===== src/hw/capture_regs.svh =====
// register offsets, field positions and reset values of the capture channel
`ifndef CAPTURE_REGS_SVH
`define CAPTURE_REGS_SVH
`define CTRL_ONE_OFFSET 12'h000
`define CAPTURE_DATA_OFFSET 12'h004
`define CTRL_ONE_RESET 16'h0000
`define CTRL_ONE_WMASK 16'h3c67
`define IDLE_STOP_BIT 13
`define TBSEL_HI 12
`define TBSEL_LO 10
`define CPI_HI 6
`define CPI_LO 5
`define OVF_BIT 4
`define BNE_BIT 3
`define MODE_HI 2
`define MODE_LO 0
`define BUF_DEPTH 4
`endif


===== src/hw/capture_pkg.sv =====
// types shared by the capture channel
package capture_pkg;
  typedef enum logic [2:0] {
    MODE_OFF = 3'h0, MODE_BOTH = 3'h1, MODE_FALL = 3'h2, MODE_RISE = 3'h3,
    MODE_PRE4 = 3'h4, MODE_PRE16 = 3'h5, MODE_UNUSED = 3'h6, MODE_WAKE = 3'h7
  } capture_mode_t;
  typedef enum logic [2:0] {
    TB_TIMER_THREE = 3'h0, TB_TIMER_TWO = 3'h1, TB_TIMER_FOUR = 3'h2,
    TB_TIMER_FIVE = 3'h3, TB_TIMER_ONE = 3'h4, TB_RES_A = 3'h5, TB_RES_B = 3'h6,
    TB_PERIPHERAL = 3'h7
  } timebase_sel_t;
endpackage


===== src/hw/capture_edge_detect.sv =====
// input synchroniser and edge detector for the capture pin
`timescale 1ns/1ps
module capture_edge_detect
(
  input wire logic clock,
  input wire logic resetn,
  input wire logic pinIn,
  output logic riseEvent,
  output logic fallEvent
);
  logic sync1_reg;
  logic sync2_reg;
  logic last_reg;
  logic sync1_next;
  logic sync2_next;
  logic last_next;

  // two-stage synchroniser, then one more stage for edge history
  always_comb
  begin
    sync1_next = pinIn;
    sync2_next = sync1_reg;
    last_next = sync2_reg;
  end

  always_ff @(posedge clock or negedge resetn)
  begin
    if (!resetn)
    begin
      sync1_reg <= 1'b0;
      sync2_reg <= 1'b0;
      last_reg <= 1'b0;
    end
    else
    begin
      sync1_reg <= sync1_next;
      sync2_reg <= sync2_next;
      last_reg <= last_next;
    end
  end

  assign riseEvent = sync2_reg & ~last_reg;
  assign fallEvent = ~sync2_reg & last_reg;
endmodule // capture_edge_detect


===== src/hw/input_capture_control.sv =====
// input capture channel with apb register access
//
// Implementation choices: the APB slave port and the placing of the registers.
`timescale 1ns/1ps
`include "capture_regs.svh"

// Summary of operation
// - idle-stop bit set halts capturing in CPU idle; clear keeps it running
// - timebase code 111 picks peripheral clock; 110 and 101 are reserved
// - codes 100,011,010,001,000 pick timers one, five, four, two, three
// - captures-per-interrupt field: interrupt every 1st, 2nd, 3rd or 4th capture
// - captures-per-interrupt field ignored in both-edge and wake modes
// - overflow flag read-only, set by hardware on buffer overflow
// - not-empty flag read-only, one while a capture is waiting
// - mode 111 only a rising-edge wake pin in sleep and idle
// - mode 110 leaves channel disabled
// - mode 101 captures every sixteenth rising edge
// - mode 100 captures every fourth rising edge
// - mode 011 captures every rising edge
// - mode 010 captures every falling edge
// - mode 001 captures every rising and falling edge
// - mode 000 turns channel off
// - unimplemented control bits ignore writes and read zero
module input_capture_control
#(
  parameter int TIMER_WIDTH = 16,
  parameter int DEPTH = `BUF_DEPTH
)
(
  input wire logic clock,
  input wire logic resetn,
  input wire logic psel,
  input wire logic penable,
  input wire logic pwrite,
  input wire logic [11:0] paddr,
  input wire logic [31:0] pwdata,
  output logic [31:0] prdata,
  output logic pready,
  output logic pslverr,
  input wire logic captureChannel,
  input wire logic cpuIdle,
  input wire logic cpuSleep,
  input wire logic [TIMER_WIDTH-1:0] timerOneClock,
  input wire logic [TIMER_WIDTH-1:0] timerTwoClock,
  input wire logic [TIMER_WIDTH-1:0] timerThreeClock,
  input wire logic [TIMER_WIDTH-1:0] timerFourClock,
  input wire logic [TIMER_WIDTH-1:0] timerFiveClock,
  input wire logic [TIMER_WIDTH-1:0] peripheralClock,
  output logic captureIrq
);
  import capture_pkg::*;

  localparam int PW = $clog2(DEPTH);

  logic riseEvent;
  logic fallEvent;
  logic cpuIdleS1_reg;
  logic cpuIdleS2_reg;
  logic cpuSleepS1_reg;
  logic cpuSleepS2_reg;
  logic [15:0] ctrl_reg;
  logic [15:0] ctrl_next;
  logic [TIMER_WIDTH-1:0] buf_reg [DEPTH];
  logic [TIMER_WIDTH-1:0] buf_next [DEPTH];
  logic [PW-1:0] wrPtr_reg;
  logic [PW-1:0] wrPtr_next;
  logic [PW-1:0] rdPtr_reg;
  logic [PW-1:0] rdPtr_next;
  logic [PW:0] count_reg;
  logic [PW:0] count_next;
  logic ovf_reg;
  logic ovf_next;
  logic [3:0] pre_reg;
  logic [3:0] pre_next;
  logic [1:0] cad_reg;
  logic [1:0] cad_next;
  logic irq_reg;
  logic irq_next;
  logic [31:0] rdata_reg;
  logic [31:0] rdata_next;
  logic ready_reg;
  logic ready_next;
  logic err_reg;
  logic err_next;
  capture_mode_t mode;
  timebase_sel_t tbSel;
  logic [TIMER_WIDTH-1:0] stamp;
  logic running;
  logic captureEvent;
  logic setup;
  logic readData;
  logic writeCtrl;
  logic push;
  logic pop;

  // pin sync lives in the leaf; cpu state lines are synchronised here
  capture_edge_detect edgeDetect (
    .clock(clock),
    .resetn(resetn),
    .pinIn(captureChannel),
    .riseEvent(riseEvent),
    .fallEvent(fallEvent)
  );

  always_ff @(posedge clock or negedge resetn)
  begin
    if (!resetn)
    begin
      cpuIdleS1_reg <= 1'b0;
      cpuIdleS2_reg <= 1'b0;
      cpuSleepS1_reg <= 1'b0;
      cpuSleepS2_reg <= 1'b0;
    end
    else
    begin
      cpuIdleS1_reg <= cpuIdle;
      cpuIdleS2_reg <= cpuIdleS1_reg;
      cpuSleepS1_reg <= cpuSleep;
      cpuSleepS2_reg <= cpuSleepS1_reg;
    end
  end

  // timebase mux; reserved codes give zero rather than a stale timer
  function automatic logic [TIMER_WIDTH-1:0] pick_timebase(input timebase_sel_t sel);
    case (sel)
      TB_PERIPHERAL: pick_timebase = peripheralClock;
      TB_TIMER_ONE: pick_timebase = timerOneClock;
      TB_TIMER_FIVE: pick_timebase = timerFiveClock;
      TB_TIMER_FOUR: pick_timebase = timerFourClock;
      TB_TIMER_TWO: pick_timebase = timerTwoClock;
      TB_TIMER_THREE: pick_timebase = timerThreeClock;
      default: pick_timebase = '0;
    endcase
  endfunction

  // captures needed before one interrupt, less one
  function automatic logic [1:0] cadence_limit(input logic [1:0] cpi, input capture_mode_t m);
    if (m == MODE_BOTH || m == MODE_WAKE)
      cadence_limit = 2'h0;
    else
      cadence_limit = cpi;
  endfunction

  assign mode = capture_mode_t'(ctrl_reg[`MODE_HI:`MODE_LO]);
  assign tbSel = timebase_sel_t'(ctrl_reg[`TBSEL_HI:`TBSEL_LO]);
  // a process, not an assign, so the mux follows timer changes as well as the select
  always_comb
  begin
    stamp = pick_timebase(tbSel);
  end
  // idle halt only when the stop bit is set
  assign running = !(ctrl_reg[`IDLE_STOP_BIT] && cpuIdleS2_reg);

  // event qualification per mode
  always_comb
  begin
    pre_next = pre_reg;
    captureEvent = 1'b0;
    case (mode)
      MODE_BOTH: captureEvent = riseEvent | fallEvent;
      MODE_FALL: captureEvent = fallEvent;
      MODE_RISE: captureEvent = riseEvent;
      MODE_PRE4:
      begin
        if (riseEvent)
          pre_next = pre_reg + 4'h1;
        captureEvent = riseEvent && pre_reg[1:0] == 2'h3;
      end
      MODE_PRE16:
      begin
        if (riseEvent)
          pre_next = pre_reg + 4'h1;
        captureEvent = riseEvent && pre_reg == 4'hf;
      end
      default:
      begin
        // off, unused and wake: no capture, prescaler held clear
        pre_next = 4'h0;
        captureEvent = 1'b0;
      end
    endcase
    if (!running)
    begin
      pre_next = pre_reg;
      captureEvent = 1'b0;
    end
  end

  // apb decode; zero wait states, answer in the access cycle
  assign setup = psel && !penable;
  assign readData = psel && penable && !pwrite && paddr == `CAPTURE_DATA_OFFSET;
  assign writeCtrl = psel && penable && pwrite && paddr == `CTRL_ONE_OFFSET;
  assign push = captureEvent && count_reg != (PW+1)'(DEPTH);
  assign pop = readData && count_reg != '0;

  // capture buffer, status flags and interrupt cadence
  always_comb
  begin
    buf_next = buf_reg;
    wrPtr_next = wrPtr_reg;
    rdPtr_next = rdPtr_reg;
    count_next = count_reg;
    ovf_next = ovf_reg;
    cad_next = cad_reg;
    irq_next = 1'b0;
    if (push)
    begin
      buf_next[wrPtr_reg] = stamp;
      wrPtr_next = wrPtr_reg + PW'(1);
    end
    if (pop)
      rdPtr_next = rdPtr_reg + PW'(1);
    count_next = count_reg + (PW+1)'(push) - (PW+1)'(pop);
    // set beats drain in the same cycle
    if (captureEvent && count_reg == (PW+1)'(DEPTH))
      ovf_next = 1'b1;
    else if (count_next == '0)
      ovf_next = 1'b0;
    if (captureEvent)
    begin
      if (cad_reg >= cadence_limit(ctrl_reg[`CPI_HI:`CPI_LO], mode))
      begin
        cad_next = 2'h0;
        irq_next = 1'b1;
      end
      else
        cad_next = cad_reg + 2'h1;
    end
    // wake pin: rising edge interrupts only while cpu sleeps or idles
    if (mode == MODE_WAKE && riseEvent && (cpuSleepS2_reg || cpuIdleS2_reg))
      irq_next = 1'b1;
    if (mode == MODE_OFF || mode == MODE_UNUSED || mode == MODE_WAKE)
    begin
      // turning off discards stored captures
      wrPtr_next = '0;
      rdPtr_next = '0;
      count_next = '0;
      ovf_next = 1'b0;
      cad_next = 2'h0;
    end
  end

  // register write path and read mux
  always_comb
  begin
    ctrl_next = ctrl_reg;
    if (writeCtrl)
      ctrl_next = pwdata[15:0] & `CTRL_ONE_WMASK;
    ready_next = setup;
    err_next = setup && paddr != `CTRL_ONE_OFFSET && paddr != `CAPTURE_DATA_OFFSET;
    rdata_next = 32'h0;
    if (setup && !pwrite)
    begin
      if (paddr == `CTRL_ONE_OFFSET)
      begin
        rdata_next[15:0] = ctrl_reg & `CTRL_ONE_WMASK;
        rdata_next[`OVF_BIT] = ovf_next;
        rdata_next[`BNE_BIT] = count_next != '0;
      end
      else if (paddr == `CAPTURE_DATA_OFFSET)
        rdata_next[TIMER_WIDTH-1:0] = buf_reg[rdPtr_reg];
    end
  end

  always_ff @(posedge clock or negedge resetn)
  begin
    if (!resetn)
    begin
      ctrl_reg <= `CTRL_ONE_RESET;
      for (int i = 0; i < DEPTH; i++)
        buf_reg[i] <= '0;
      wrPtr_reg <= '0;
      rdPtr_reg <= '0;
      count_reg <= '0;
      ovf_reg <= 1'b0;
      pre_reg <= 4'h0;
      cad_reg <= 2'h0;
      irq_reg <= 1'b0;
      rdata_reg <= 32'h0;
      ready_reg <= 1'b0;
      err_reg <= 1'b0;
    end
    else
    begin
      ctrl_reg <= ctrl_next;
      buf_reg <= buf_next;
      wrPtr_reg <= wrPtr_next;
      rdPtr_reg <= rdPtr_next;
      count_reg <= count_next;
      ovf_reg <= ovf_next;
      pre_reg <= pre_next;
      cad_reg <= cad_next;
      irq_reg <= irq_next;
      rdata_reg <= rdata_next;
      ready_reg <= ready_next;
      err_reg <= err_next;
    end
  end

  assign prdata = rdata_reg;
  assign pready = ready_reg;
  assign pslverr = err_reg;
  assign captureIrq = irq_reg;

  property p_idle_halt;
    @(posedge clock) disable iff (!resetn)
    (ctrl_reg[`IDLE_STOP_BIT] && cpuIdleS2_reg) |-> !captureEvent;
  endproperty
  a_idle_halt: assert property (p_idle_halt) else $error("capture in halted idle");

  property p_peripheral_stamp;
    @(posedge clock) disable iff (!resetn)
    (push && tbSel == TB_PERIPHERAL) |=> buf_reg[$past(wrPtr_reg)] == $past(peripheralClock);
  endproperty
  a_peripheral_stamp: assert property (p_peripheral_stamp) else $error("bad stamp");

  property p_timer_one_stamp;
    @(posedge clock) disable iff (!resetn)
    (push && tbSel == TB_TIMER_ONE) |=> buf_reg[$past(wrPtr_reg)] == $past(timerOneClock);
  endproperty
  a_timer_one_stamp: assert property (p_timer_one_stamp) else $error("bad timer stamp");

  property p_every_capture_irq;
    @(posedge clock) disable iff (!resetn)
    (captureEvent && mode == MODE_RISE && ctrl_reg[`CPI_HI:`CPI_LO] == 2'h0) |=> captureIrq;
  endproperty
  a_every_capture_irq: assert property (p_every_capture_irq) else $error("irq missed");

  property p_both_ignores_cpi;
    @(posedge clock) disable iff (!resetn)
    (captureEvent && mode == MODE_BOTH) |=> captureIrq;
  endproperty
  a_both_ignores_cpi: assert property (p_both_ignores_cpi) else $error("cpi used");

  property p_overflow;
    @(posedge clock) disable iff (!resetn)
    (captureEvent && count_reg == (PW+1)'(DEPTH)) |=> ovf_reg;
  endproperty
  a_overflow: assert property (p_overflow) else $error("overflow not flagged");

  property p_off_clears;
    @(posedge clock) disable iff (!resetn)
    (mode == MODE_OFF) |=> (count_reg == '0 && !ovf_reg);
  endproperty
  a_off_clears: assert property (p_off_clears) else $error("off kept data");

  property p_fall_only;
    @(posedge clock) disable iff (!resetn)
    (mode == MODE_FALL && riseEvent) |-> !captureEvent;
  endproperty
  a_fall_only: assert property (p_fall_only) else $error("rise captured");
endmodule // input_capture_control


===== config.mk =====
export PLATFORM = sky130hd
export DESIGN_NAME = input_capture_control
export DESIGN_NICKNAME = d
export VERILOG_FILES = /design/src/hw/capture_pkg.sv /design/src/hw/capture_edge_detect.sv /design/src/hw/input_capture_control.sv
export VERILOG_INCLUDE_DIRS = /design/src /design/src/hw
export SDC_FILE = /design/constraint.sdc
export NUM_CORES = 1
export LEC_CHECK = 0
export BUFFER_PORTS_ARGS = -buffer_cell sky130_fd_sc_hd__buf_2
export CAP_MARGIN = 20
export CORE_MARGIN = 2
export CORE_UTILIZATION = 37
export CTS_BUF_LIST = sky130_fd_sc_hd__clkbuf_2
export DETAILED_ROUTE_END_ITERATION = 16
export MAX_ROUTING_LAYER = met4
export SLEW_MARGIN = 10
export SYNTH_ARGS = -nofsm -noshare
export SYNTH_HDL_FRONTEND = slang
export SYNTH_SLANG_ARGS = --single-unit

===== constraint.sdc =====
create_clock -name clock -period 3.3 [get_ports clock]
set_input_delay 0.33 -clock clock [delete_from_list [all_inputs] [get_ports clock]]
set_output_delay 0.33 -clock clock [all_outputs]
set_load 0.01 [all_outputs]

==> results.cfg <==
[yosys]
ys.flop_type = dfrtp_1
netlist_instances = 478
synth_area_per_cell_um2 = 12.59
synth-seq-area-share_pct = 47.00
synthesis.area_mm2 = 0.006016
yosys.area.top_type = dfrtp_1
synthArstFlopShare_pct = 100.0
yosys_warnings = 0
ys_ff_latch = 113
yosysUniqueCellTypes = 57
netlist.area_leader.share_pct = 47.00
synth_area_leaders = dfrtp_1, mux2_2, mux4_2
yosysMostFrequentCell = dfrtp_1
yosys-top-cells-count = dfrtp_1, mux2_2, nor2_1, mux4_2
synth_edf_count = 0

[critical_path]
crit_slowest_cell = or3b_2
ff2ff_path_depth = 13
cp-end-kind = register
cp_max_fo = 2
crit_required_ns = 3.87
cp_slowest_stage_delay_ns = 0.46
crit_path_start_kind = register
crit_type = register to register
arrival_ns = 3.70
crit_chain = inv_1 > ha_1 > or3b_2 > nand4_1 > ha_1 > inv_1 > ha_1 > inv_1 > fa_1 > xnor3_1 > a311oi_2 > a32o_1 > a22o_1
rr_startpoint = edgeDetect.last_reg
worstReg2RegEnd = prdata[4]
rrSetupSlack_ns = 0.18

[die]
die_h_um = 131.5
io_pins = 183
dieArea_mm2 = 0.01729
die_w_um = 131.5
start_util_pct = 37.87
rows = 46
core_mm2 = 0.01589

[timing]
clock_skew_ns = 0.03324
tns_ns = 0
finalSetupViolations = 0
tightest_slew_ns = 0.9589
timing.fmax_ghz = 0.3201
holdWs_ns = 0.08179
period_minus_slack_ns = 3.124
rsz0062_at_grt = no
drv_slew = 0
finalCritPeriodShare_pct = 94.66
max_slew_margin_pct = 36.07
hold_viol = 0
setup_slack_ns = 0.1763

[detailed_routing]
vias_per_cell = 5.169
first_pass_iters = 4
wire_per_inst_um = 17.50
wl_um = 15330
drc = 0
first_iter_violations = 213
ant_nets = 0
num_vias = 4528

[clocking]
cts_made_buffers = 17
clkSlewWorstSetupHoldPaths_ns = 0.18
htree_levels = 4
clock_path_buffers = 2
postCtsSetupBuffers = 0
cts.sinks = 113
clkLatencyLatePin_ns = 0.69
root_buffer = clkbuf_2
cts_tree = done

[grt]
grt_max_degree = 63
grt_overflow = 0
first_global_vias = 4880
antenna_found_initial = 0
grt_pass1_wl_um = 24790
track_usage_pct = 18.86

[place]
place.gp.congestion = 0.9144
place_ws_ns = 0.08917
port-buffer-count = 143
hpwl_um = 11160
placed_cell_area_mm2 = 0.006947

[power]
vdd.ir_drop.worst_uv = 168.4
p_per_area_mw_per_mm2 = 321.9
p_leak_nw = 3.537

[job]
drv_cap = 0

[final_layout]
stdcell_area_mm2 = 0.007328
largest_reg_flops = 64
drive_above_1_share_pct = 47.58
nNetsFinal = 808
diodes = 0
area_growth_syn_to_layout_pct = 21.82

[outcome]
status = completed

[hold_path]
hold_depth = 4
hold_start = paddr[11]
hold_end = pslverr
hold_path.class = primary input to register
metal layers:
metal  routed length (um)  vias to the layer above  track usage, %
li1                     -                     2100               -
met2                 7698                      168           31.30
met4                  359                        0           6.522
met1                 6432                     2224           22.21
met5                    0                        -               -
met3                  836                       36           5.054
layout by cell type, fill, tap and decap left out, types with 4 or more instances in the layout:
| master | instances |
|---|---|
| a211oi_1 | 4 |
| a21oi_1 | 12 |
| a221oi_1 | 7 |
| a22o_1 | 11 |
| a22oi_1 | 15 |
| and2_1 | 8 |
| buf_2 | 142 |
| buf_4 | 20 |
| clkbuf_2 | 20 |
| clkinv_1 | 6 |
| clkinv_2 | 4 |
| conb_1 | 16 |
| dfrtp_1 | 113 |
| dlygate4sd3_1 | 20 |
| ha_1 | 11 |
| inv_1 | 13 |
| mux2_2 | 92 |
| mux2i_1 | 6 |
| mux4_2 | 18 |
| nand2_1 | 14 |
| nand2b_1 | 5 |
| nand3_1 | 7 |
| nand4_1 | 4 |
| nor2_1 | 20 |
| nor2b_1 | 5 |
| nor3_1 | 6 |
| nor3_4 | 4 |
| nor4_1 | 4 |
| o21ai_0 | 6 |
| o221ai_1 | 6 |
worst max-delay path: cells and delay by family, from the launching register on:
| kind | cells | cell delay (ns) |
|---|---|---|
| simple gates | 2 | 0.61 |
| flops | 1 | 0.39 |
| buf+inv | 3 | 0.16 |
| fa+ha+maj | 4 | 1.02 |
| compound gates | 3 | 0.59 |
| xor+xnor | 1 | 0.26 |
cells by family after synthesis:
kind of cell / synth area share (%)
other cells: 0.06234
xor+xnor: 0.5200
compound gates: 9.588
simple gates: 9.838
fa+ha+maj: 2.621
buf+inv: 5.408
flops: 47.00
mux: 24.96
where the power goes:
part | switching (mW) | internal (mW) | leakage [nW] | total (mW)
Combinational | 0.0997 | 0.106 | 1.85 | 0.205
Sequential | 0.00487 | 1.39 | 1.56 | 1.40
Clock | 0.498 | 0.256 | 0.122 | 0.754
area by class of cell:
class	count	area, um^2
Clock inverter	11	72.57
Fill cell	1488	8557
Clock buffer	20	100.1
Inverter	13	48.80
Sequential cell	113	2828
Tap cell	216	270.3
Multi-Input combinational cell	320	2928
Timing Repair Buffer	183	1081
metrics by stage:
stage | utilization, % | std cells | power (mW)
2_1_floorplan | - | 493 | 1.505
3_3_place_gp | 43.73 | 825 | 1.611
3_5_place_dp | 43.73 | 825 | 1.616
4_1_cts | 46.08 | 876 | 2.385
5_1_grt | 46.13 | 876 | 2.466
6_report | 46.13 | 876 | 2.359
worst max-delay path by stage:
stage / from / end / slack (ns) / cells past startpoint
after floorplan: edgeDetect.last_next / prdata[4] / 0.24 / 13
after detailed placement: edgeDetect.last_next / prdata[4] / 0.09 / 12
after CTS: edgeDetect.last_reg / prdata[4] / 0.04 / 13
final: edgeDetect.last_reg / prdata[4] / 0.18 / 13
after global routing: edgeDetect.last_reg / prdata[4] / 0.03 / 13
after global placement: edgeDetect.last_next / prdata[4] / 0.16 / 12
timing repair:
action,in CTS,in global routing
endpoints found under the setup margin,0,3
resized for setup,0,2
hold endpoints to repair,67,0
hold buffers,20,0
Power figures use the tool's default switching activity.
